===== src/verilog/psd_consts.vh =====
// constants for the processor-status and debug register bank
// assumes registers are reached by number through the status access port
`ifndef PSD_CONSTS_VH
`define PSD_CONSTS_VH

`define PSD_ADDR_W 8
`define PSD_REG_OSC_CTRL 8'h06
`define PSD_REG_OSC_CNT0 8'h07
`define PSD_REG_OSC_CNT1 8'h08
`define PSD_REG_OSC_CNT2 8'h09
`define PSD_REG_OSC_CNT3 8'h0a
`define PSD_REG_MEM_SIZE 8'h0c
`define PSD_REG_SV_STATUS 8'h10
`define PSD_REG_SV_PC 8'h11
`define PSD_REG_SV_SP 8'h12
`define PSD_REG_RD_THREAD 8'h13
`define PSD_REG_RD_REG 8'h14
`define PSD_REG_CAUSE 8'h15
`define PSD_REG_INFO 8'h16
`define PSD_REG_HOLD 8'h18

`define PSD_OSC_CORE_BIT 1
`define PSD_OSC_PERIPH_BIT 0
`define PSD_OSC_CTRL_RESET 2'h0
`define PSD_OSC_CNT_W 16

`define PSD_MEM_SIZE_BYTES 32'h00040000

`define PSD_STATUS_W 11
`define PSD_STATUS_WR_MASK 11'h6df
`define PSD_STATUS_ISSUE_BIT 8

`define PSD_CAUSE_NONE 3'h0
`define PSD_CAUSE_HOST 3'h1
`define PSD_CAUSE_CALL 3'h2
`define PSD_CAUSE_IBRK 3'h3
`define PSD_CAUSE_DWATCH 3'h4
`define PSD_CAUSE_RWATCH 3'h5
`define PSD_CAUSE_CODE_LSB 0
`define PSD_CAUSE_THREAD_LSB 8
`define PSD_CAUSE_BP_LSB 16

`define PSD_THREAD_W 8
`define PSD_REGNUM_W 5

`endif


===== src/verilog/psd_regs.v =====
// processor-status register bank: ring oscillator counters, memory size,
// debug entry capture, debug register-read operands and thread hold mask.
// assumes the core issues one status access at a time and raises dbgMode
// while the debugger runs; oscillator outputs arrive on pins unsynchronised.
`timescale 1ns/1ps
`include "psd_consts.vh"

// one oscillator pin: three-flop crossing, edge detect and a counter
// that only power-up clears, so a system reset keeps the count
module psd_osc_counter
#(
  parameter CNT_W = 16
)
(
  input wire sys_clk,
  input wire porRstn,
  input wire oscPin,
  input wire runEn,
  output reg [CNT_W-1:0] count_ff
);

  reg [2:0] sync_ff;
  reg level_ff;
  wire agreed;
  wire rise;

  // a rising edge counts once the second and third stages agree on the new level
  assign agreed = (sync_ff[1] == sync_ff[2]);
  assign rise = agreed & sync_ff[2] & ~level_ff;

  always @(posedge sys_clk or negedge porRstn)
  begin
    if (!porRstn)
    begin
      sync_ff <= 3'h0;
      level_ff <= 1'b0;
      count_ff <= {CNT_W{1'b0}};
    end
    else
    begin
      sync_ff <= {sync_ff[1:0], oscPin};
      if (agreed)
      begin
        level_ff <= sync_ff[2];
      end
      if (rise & runEn)
      begin
        count_ff <= count_ff + {{(CNT_W-1){1'b0}}, 1'b1};
      end
    end
  end

endmodule

module psd_regs
(
  input wire sys_clk,
  input wire rstn,
  input wire porRstn,
  input wire psWrEn,
  input wire psRdEn,
  input wire [7:0] psAddr,
  input wire [31:0] psWrData,
  input wire dbgMode,
  input wire [3:0] oscIn,
  input wire dbgEntry,
  input wire [10:0] entryStatus,
  input wire [31:0] entryPc,
  input wire [31:0] entrySp,
  input wire [2:0] entryCause,
  input wire [7:0] entryThread,
  input wire [3:0] entryHits,
  input wire [31:0] entryInfo,
  output reg [31:0] psRdData_ff,
  output reg psRdValid_ff,
  output reg oscCoreEn_ff,
  output reg oscPeriphEn_ff,
  output reg [7:0] rdThreadOut_ff,
  output reg [4:0] rdRegOut_ff,
  output reg [7:0] threadHold_ff
);

  reg [1:0] oscCtrl_ff;
  reg [10:0] svStatus_ff;
  reg [31:0] svPc_ff;
  reg [31:0] svSp_ff;
  reg [7:0] rdThread_ff;
  reg [4:0] rdReg_ff;
  reg [2:0] causeCode_ff;
  reg [7:0] causeThread_ff;
  reg [1:0] causeBp_ff;
  reg [31:0] info_ff;
  reg [7:0] holdMask_ff;
  wire [`PSD_OSC_CNT_W*4-1:0] oscCount;
  reg [31:0] nxt_rdData;
  reg [1:0] hitNum;
  reg [1:0] bpNum;
  reg [7:0] thrNum;
  reg [31:0] infoVal;

  wire dbgWr = psWrEn & dbgMode;

  // tile pair runs on the core enable, peripheral pair on the peripheral enable
  psd_osc_counter #(.CNT_W(`PSD_OSC_CNT_W)) u_tileCell
  (
    .sys_clk(sys_clk),
    .porRstn(porRstn),
    .oscPin(oscIn[0]),
    .runEn(oscCtrl_ff[`PSD_OSC_CORE_BIT]),
    .count_ff(oscCount[15:0])
  );

  psd_osc_counter #(.CNT_W(`PSD_OSC_CNT_W)) u_tileWire
  (
    .sys_clk(sys_clk),
    .porRstn(porRstn),
    .oscPin(oscIn[1]),
    .runEn(oscCtrl_ff[`PSD_OSC_CORE_BIT]),
    .count_ff(oscCount[31:16])
  );

  psd_osc_counter #(.CNT_W(`PSD_OSC_CNT_W)) u_periphCell
  (
    .sys_clk(sys_clk),
    .porRstn(porRstn),
    .oscPin(oscIn[2]),
    .runEn(oscCtrl_ff[`PSD_OSC_PERIPH_BIT]),
    .count_ff(oscCount[47:32])
  );

  psd_osc_counter #(.CNT_W(`PSD_OSC_CNT_W)) u_periphWire
  (
    .sys_clk(sys_clk),
    .porRstn(porRstn),
    .oscPin(oscIn[3]),
    .runEn(oscCtrl_ff[`PSD_OSC_PERIPH_BIT]),
    .count_ff(oscCount[63:48])
  );

  // lowest numbered hit wins when several trigger together
  always @*
  begin
    hitNum = 2'h0;
    if (entryHits[0])
    begin
      hitNum = 2'h0;
    end
    else if (entryHits[1])
    begin
      hitNum = 2'h1;
    end
    else if (entryHits[2])
    begin
      hitNum = 2'h2;
    end
    else if (entryHits[3])
    begin
      hitNum = 2'h3;
    end
    bpNum = hitNum;
    if (entryCause == `PSD_CAUSE_HOST || entryCause == `PSD_CAUSE_CALL)
    begin
      bpNum = 2'h0;
    end
    thrNum = entryThread;
    if (entryCause == `PSD_CAUSE_HOST)
    begin
      thrNum = 8'h00;
    end
    infoVal = 32'h00000000;
    if (entryCause == `PSD_CAUSE_DWATCH || entryCause == `PSD_CAUSE_RWATCH)
    begin
      infoVal = entryInfo;
    end
  end

  // oscillator control is writable outside debug mode too
  always @(posedge sys_clk or negedge rstn)
  begin
    if (!rstn)
    begin
      oscCtrl_ff <= `PSD_OSC_CTRL_RESET;
      oscCoreEn_ff <= 1'b0;
      oscPeriphEn_ff <= 1'b0;
    end
    else
    begin
      if (psWrEn && psAddr == `PSD_REG_OSC_CTRL)
      begin
        oscCtrl_ff <= psWrData[1:0];
      end
      oscCoreEn_ff <= oscCtrl_ff[`PSD_OSC_CORE_BIT];
      oscPeriphEn_ff <= oscCtrl_ff[`PSD_OSC_PERIPH_BIT];
    end
  end

  // debug registers: entry capture beats a same-cycle software write
  always @(posedge sys_clk or negedge rstn)
  begin
    if (!rstn)
    begin
      svStatus_ff <= 11'h000;
      svPc_ff <= 32'h00000000;
      svSp_ff <= 32'h00000000;
      causeCode_ff <= `PSD_CAUSE_NONE;
      causeThread_ff <= 8'h00;
      causeBp_ff <= 2'h0;
      info_ff <= 32'h00000000;
    end
    else if (dbgEntry)
    begin
      svStatus_ff <= entryStatus & 11'h7df;
      svPc_ff <= entryPc;
      svSp_ff <= entrySp;
      causeCode_ff <= entryCause;
      causeThread_ff <= thrNum;
      causeBp_ff <= bpNum;
      info_ff <= infoVal;
    end
    else if (dbgWr)
    begin
      case (psAddr)
        `PSD_REG_SV_STATUS:
        begin
          // issue-mode bit 8 keeps the captured value
          svStatus_ff <= (svStatus_ff & ~`PSD_STATUS_WR_MASK) |
            (psWrData[10:0] & `PSD_STATUS_WR_MASK);
        end
        `PSD_REG_SV_PC:
        begin
          svPc_ff <= psWrData;
        end
        `PSD_REG_SV_SP:
        begin
          svSp_ff <= psWrData;
        end
        `PSD_REG_CAUSE:
        begin
          causeCode_ff <= psWrData[2:0];
          causeThread_ff <= psWrData[15:8];
          causeBp_ff <= psWrData[17:16];
        end
        `PSD_REG_INFO:
        begin
          info_ff <= psWrData;
        end
        default:
        begin
          info_ff <= info_ff;
        end
      endcase
    end
  end

  // operands and hold mask are debugger-written only
  always @(posedge sys_clk or negedge rstn)
  begin
    if (!rstn)
    begin
      rdThread_ff <= 8'h00;
      rdReg_ff <= 5'h00;
      holdMask_ff <= 8'h00;
      rdThreadOut_ff <= 8'h00;
      rdRegOut_ff <= 5'h00;
      threadHold_ff <= 8'h00;
    end
    else
    begin
      if (dbgWr && psAddr == `PSD_REG_RD_THREAD)
      begin
        rdThread_ff <= psWrData[7:0];
      end
      if (dbgWr && psAddr == `PSD_REG_RD_REG)
      begin
        rdReg_ff <= psWrData[4:0];
      end
      if (dbgWr && psAddr == `PSD_REG_HOLD)
      begin
        holdMask_ff <= psWrData[7:0];
      end
      rdThreadOut_ff <= rdThread_ff;
      rdRegOut_ff <= rdReg_ff;
      // the mask only stops threads once debug mode is left
      threadHold_ff <= dbgMode ? 8'h00 : holdMask_ff;
    end
  end

  // read mux; unmapped numbers and reserved bits read zero
  always @*
  begin
    nxt_rdData = 32'h00000000;
    case (psAddr)
      `PSD_REG_OSC_CTRL:
      begin
        nxt_rdData = {30'h00000000, oscCtrl_ff};
      end
      `PSD_REG_OSC_CNT0:
      begin
        nxt_rdData = {16'h0000, oscCount[15:0]};
      end
      `PSD_REG_OSC_CNT1:
      begin
        nxt_rdData = {16'h0000, oscCount[31:16]};
      end
      `PSD_REG_OSC_CNT2:
      begin
        nxt_rdData = {16'h0000, oscCount[47:32]};
      end
      `PSD_REG_OSC_CNT3:
      begin
        nxt_rdData = {16'h0000, oscCount[63:48]};
      end
      `PSD_REG_MEM_SIZE:
      begin
        nxt_rdData = `PSD_MEM_SIZE_BYTES & 32'hfffffffc;
      end
      `PSD_REG_SV_STATUS:
      begin
        nxt_rdData = {21'h000000, svStatus_ff};
      end
      `PSD_REG_SV_PC:
      begin
        nxt_rdData = svPc_ff;
      end
      `PSD_REG_SV_SP:
      begin
        nxt_rdData = svSp_ff;
      end
      `PSD_REG_RD_THREAD:
      begin
        nxt_rdData = {24'h000000, rdThread_ff};
      end
      `PSD_REG_RD_REG:
      begin
        nxt_rdData = {27'h0000000, rdReg_ff};
      end
      `PSD_REG_CAUSE:
      begin
        nxt_rdData = {14'h0000, causeBp_ff, causeThread_ff, 5'h00, causeCode_ff};
      end
      `PSD_REG_INFO:
      begin
        nxt_rdData = info_ff;
      end
      `PSD_REG_HOLD:
      begin
        nxt_rdData = {24'h000000, holdMask_ff};
      end
      default:
      begin
        nxt_rdData = 32'h00000000;
      end
    endcase
  end

  // counts are sampled live; software must stop the oscillator first
  // so the value is not caught mid-increment
  always @(posedge sys_clk or negedge rstn)
  begin
    if (!rstn)
    begin
      psRdData_ff <= 32'h00000000;
      psRdValid_ff <= 1'b0;
    end
    else
    begin
      psRdValid_ff <= psRdEn;
      if (psRdEn)
      begin
        psRdData_ff <= nxt_rdData;
      end
    end
  end

endmodule


===== config.mk =====
export PLATFORM = sky130hd
export DESIGN_NAME = psd_regs
export DESIGN_NICKNAME = d
export VERILOG_FILES = /design/src/verilog/psd_regs.v
export VERILOG_INCLUDE_DIRS = /design/src /design/src/verilog
export SDC_FILE = /design/constraint.sdc
export NUM_CORES = 1
export LEC_CHECK = 0
export BUFFER_PORTS_ARGS = -buffer_cell sky130_fd_sc_hd__buf_2
export CELL_PAD_IN_SITES_DETAIL_PLACEMENT = 1
export CELL_PAD_IN_SITES_GLOBAL_PLACEMENT = 2
export CORE_ASPECT_RATIO = 1.4
export CORE_UTILIZATION = 32
export CTS_CLUSTER_DIAMETER = 100
export DETAILED_ROUTE_END_ITERATION = 8
export PLACE_DENSITY_LB_ADDON = 0.1
export SYNTH_ARGS = -nofsm -noshare
export SYNTH_HDL_FRONTEND = slang
export SYNTH_SLANG_ARGS = --single-unit
export TNS_END_PERCENT = 20

===== constraint.sdc =====
create_clock -name sys_clk -period 1.9 [get_ports sys_clk]
set_input_delay 0.285 -clock sys_clk [delete_from_list [all_inputs] [get_ports sys_clk]]
set_output_delay 0.285 -clock sys_clk [all_outputs]
set_load 0.05 [all_outputs]

==> metrics.yaml <==
run_status: "finished, violations left"
violations: "hold timing"
cts_root_buf: "clkbuf_16"
hold_violations: 1
drc: 0
intPower_uw: 10800
dr_total_vias: 11200
fp.dieW_um: 173
rsz0062_at_grt: "no"
drv_slew: 0
diodes: 0
numCtsBuffers: 30
critPathCaptureType: "flip-flop"
setup_viol: 0
start_util_pct: 32.5
critPathRequiredTime_ns: 2.42
fin_skew_ns: 0.0113
post_synth_xor_area_fraction_pct: 4.07
cp.arrival_ns: 2.32
r2r_cells: 7
slew_headroom_pct: 66.2
h-tree-depth: 1
worstHoldPathType: "input port to flip-flop"
synth_edf_count: 0
synthAdderAreaFrac_pct: 0.762
antenna_found_initial: 3
std_cell_rows: 87
fmax_mhz: 554
async_reset_ff_share_pct: 100
ant_nets: 0
place_hpwl_um: 36100
tightest_slew_ns: 0.501
synth.distinct_cells: 69
crit_path_start_kind: "input port"
clkTransAtPathRegs_ns: 0.06
globalplace.congestion: 0.814
clockBufferDepth: 3
critPathSlowestCell: "or4b_4"
post-cts-setup-buffer-count: 0
coreArea_um2: 40400
ir_drop_v: 0.000659
drive_gt1_share_pct: 27.8
grt_max_degree: 59
wl_per_cell_um: 21.3
cp_max_fo: 4
drtIter0Drc: 384
avgSynthCellArea_um2: 10.4
timing.final.crit_share_pct: 94.9
fin_hold_ws_ns: -0.00211
rr_startpoint: "oscCtrl_ff[0]"
layout.nets: 1884
fp.dieH_um: 242
clk-insertion-delay-late_ns: 0.58
post-place-ws_ns: -0.476
p_sw_uw: 3690
timing.final.ws_setup_ns: 0.0964
worstSetupPathType: "input port to flip-flop"
die-area_um2: 41900
worstHoldStart: "entryPc[10]"
num_io_pins: 229
port_buffers: 227
power_leakage_uw: 0.00895
critical_path.max_stage_delay_ns: 0.56
p_seq_share_pct: 44.9
combPwrFrac_pct: 11.8
power_density_nw_per_um2: 794
synth_ff_type: "dfrtp_1"
grt_pass1_vias: 12500
synthCells: 1268
syn_area_um2: 13100
utilization_pct: 45.1
synth_top_family_by_area: "simple AND/OR/NAND/NOR gates"
synth_seq_area_share_pct: 53.0
synthSimpleGateAreaFrac_pct: 14.8
detail_route.first_pass.iterations: 4
clock-sinks: 278
grt_pass1_wl_um: 74800
ys_warn_count: 0
critPathLaunch: "psAddr[5]"
n_fill_cell: 4521
hold_path_depth: 3
grt_use_total_pct: 23.3
grt-ovfl-total: 0
finalCriticalPeriod_ns: 1.80
vias_per_cell: 4.96
areaGrowthSynthToFinish_pct: 38.8
synth_nets: 1449
power_switching_share_pct: 25.5
place_area_um2: 16000
crit_path_cell_trace: "buf_2 > or4b_4 > or3_1 > buf_4 > nor3_1 > a21oi_1 > a31oi_1 > a21o_1"
synth.area.mux_share_pct: 10.5
cts_tree: "done"
synth_compound_area_share_pct: 14.0
stdcell_area_um2: 18200
drv_cap: 0
wl_um: 48100
ys_ff_latch: 278
pwr-share-clk_pct: 43.4
power by group through the flow:
stage          combinational, uW  sequential [uW]  clock, uW
2_1_floorplan                612             6630          0
6_report                    1700             6490       6280
4_1_cts                     1730             6490       6450
3_3_place_gp                1510             6580          0
3_5_place_dp                1540             6600          0
5_1_grt                     1870             6530       6640
worst max-delay path, delay by kind of cell:
family / cells / cell delay (ns)
AOI/OAI and AO/OA: 3 / 0.42
and+or+nand+nor: 3 / 1.28
buffers and inverters: 2 / 0.34
metrics by stage:
step | setup TNS, ns | hold WS [ns] | power (uW) | std cells
global route | 0 | 0.0228 | 15000 | 2257
detailed placement | -60.17 | 0.244 | 8130 | 2089
global placement | -55.17 | 0.241 | 8090 | 2089
CTS | 0 | 0.000941 | 14700 | 2257
floorplan | -16.64 | -0.0106 | 7240 | 1268
finish | 0 | -0.00211 | 14500 | 2257
flip-flops by register name, summed over array words and instances (netlist names), 8 cells and up:
register	count
causeThread_ff	8
holdMask_ff	8
info_ff	32
psRdData_ff	32
rdThreadOut_ff	8
rdThread_ff	8
svPc_ff	32
svSp_ff	32
svStatus_ff	10
threadHold_ff	8
u_periphCell.count_ff	16
u_periphWire.count_ff	16
u_tileCell.count_ff	16
u_tileWire.count_ff	16
worst paths after layout:
kind                       slack (ns)                       end
min in group asynchronous        0.19   u_periphCell.sync_ff[1]
setup reg to reg                 0.13  u_periphWire.count_ff[9]
hold / removal                 -0.002               svPc_ff[10]
setup / recovery                  0.1           psRdData_ff[10]
hold reg to reg                  0.35   u_periphWire.sync_ff[1]
max in group asynchronous        1.09          threadHold_ff[5]
metal layers:
metal	wire [um]	global-route usage, %	vias up
li1	-	-	5356
met1	20000	28.0	5554
met2	25200	42.9	218
met3	1630	3.08	67
met4	1160	6.61	6
met5	37	0	-
placed cells by master (no fill, tap or decap), types with 4 or more instances in the layout:
cell and count:
dfrtp_1 277, buf_2 224, nand2_1 176, buf_4 118, dlygate4sd3_1 116, mux2i_1 94
o21ai_0 94, nor2_1 63, a21oi_1 47, nor2b_1 44, nand3_1 43, xnor2_1 41
a22oi_1 33, mux2_2 30, o21ai_1 30, clkbuf_16 30, buf_12 23, xor2_1 20
a31oi_1 20, and3_1 12, a2bb2oi_1 10, nand4_1 10, clkinv_2 10, o2bb2ai_1 8
ha_1 8, nand2b_1 7, a22o_1 7, a32oi_1 7, nor3_2 6, mux2_4 6
nor2_2 6, nor3_1 6, a221oi_1 6, bufinv_16 6, inv_1 5, a21o_1 5
and4_1 4
logic make-up (layout without fill, tap and decap cells):
logic type / after synthesis / after routing
buffers and inverters: 87 / 542
adder cells (fa/ha/maj): 8 / 8
multiplexers: 132 / 132
AND/OR/NAND/NOR: 406 / 406
XOR/XNOR: 61 / 61
AO/OA/AOI/OAI: 296 / 296
flip-flops: 278 / 278
Yosys cell counts (8+ instances only):
master | number | area, um2
nand2_1 | 177 | 664
buf_2 | 13 | 65.1
a21oi_1 | 48 | 240
mux2i_1 | 94 | 941
dfrtp_1 | 278 | 6960
xor2_1 | 20 | 175
a2bb2oi_1 | 10 | 87.6
mux2_2 | 36 | 405
and3_1 | 12 | 75.1
nand4_1 | 10 | 62.6
clkbuf_1 | 58 | 218
ha_1 | 8 | 100
nor3_1 | 9 | 45.0
o21ai_1 | 30 | 150
nor2_1 | 68 | 255
a31oi_1 | 20 | 125
o2bb2ai_1 | 8 | 70.1
a22oi_1 | 33 | 248
nand3_1 | 44 | 220
xnor2_1 | 41 | 359
o21ai_0 | 94 | 470
nor2b_1 | 44 | 275
repair_timing:
action,CTS,global route
resized for setup,2,9
hold endpoints to repair,276,0
hold buffers,116,0
endpoints found under the setup margin,2,16
layout make-up:
cell class / instances / area [um2] / area share [%]
Sequential cell: 278 / 6960 / 38.2
Clock inverter: 17 / 246 / 1.35
Inverter: 7 / 26.3 / 0.144
Tap cell: 534 / 668 / 3.67
Multi-Input combinational cell: 903 / 5880 / 32.3
Clock buffer: 35 / 790 / 4.33
Timing Repair Buffer: 483 / 3650 / 20.0
Power figures use the tool's default switching activity.
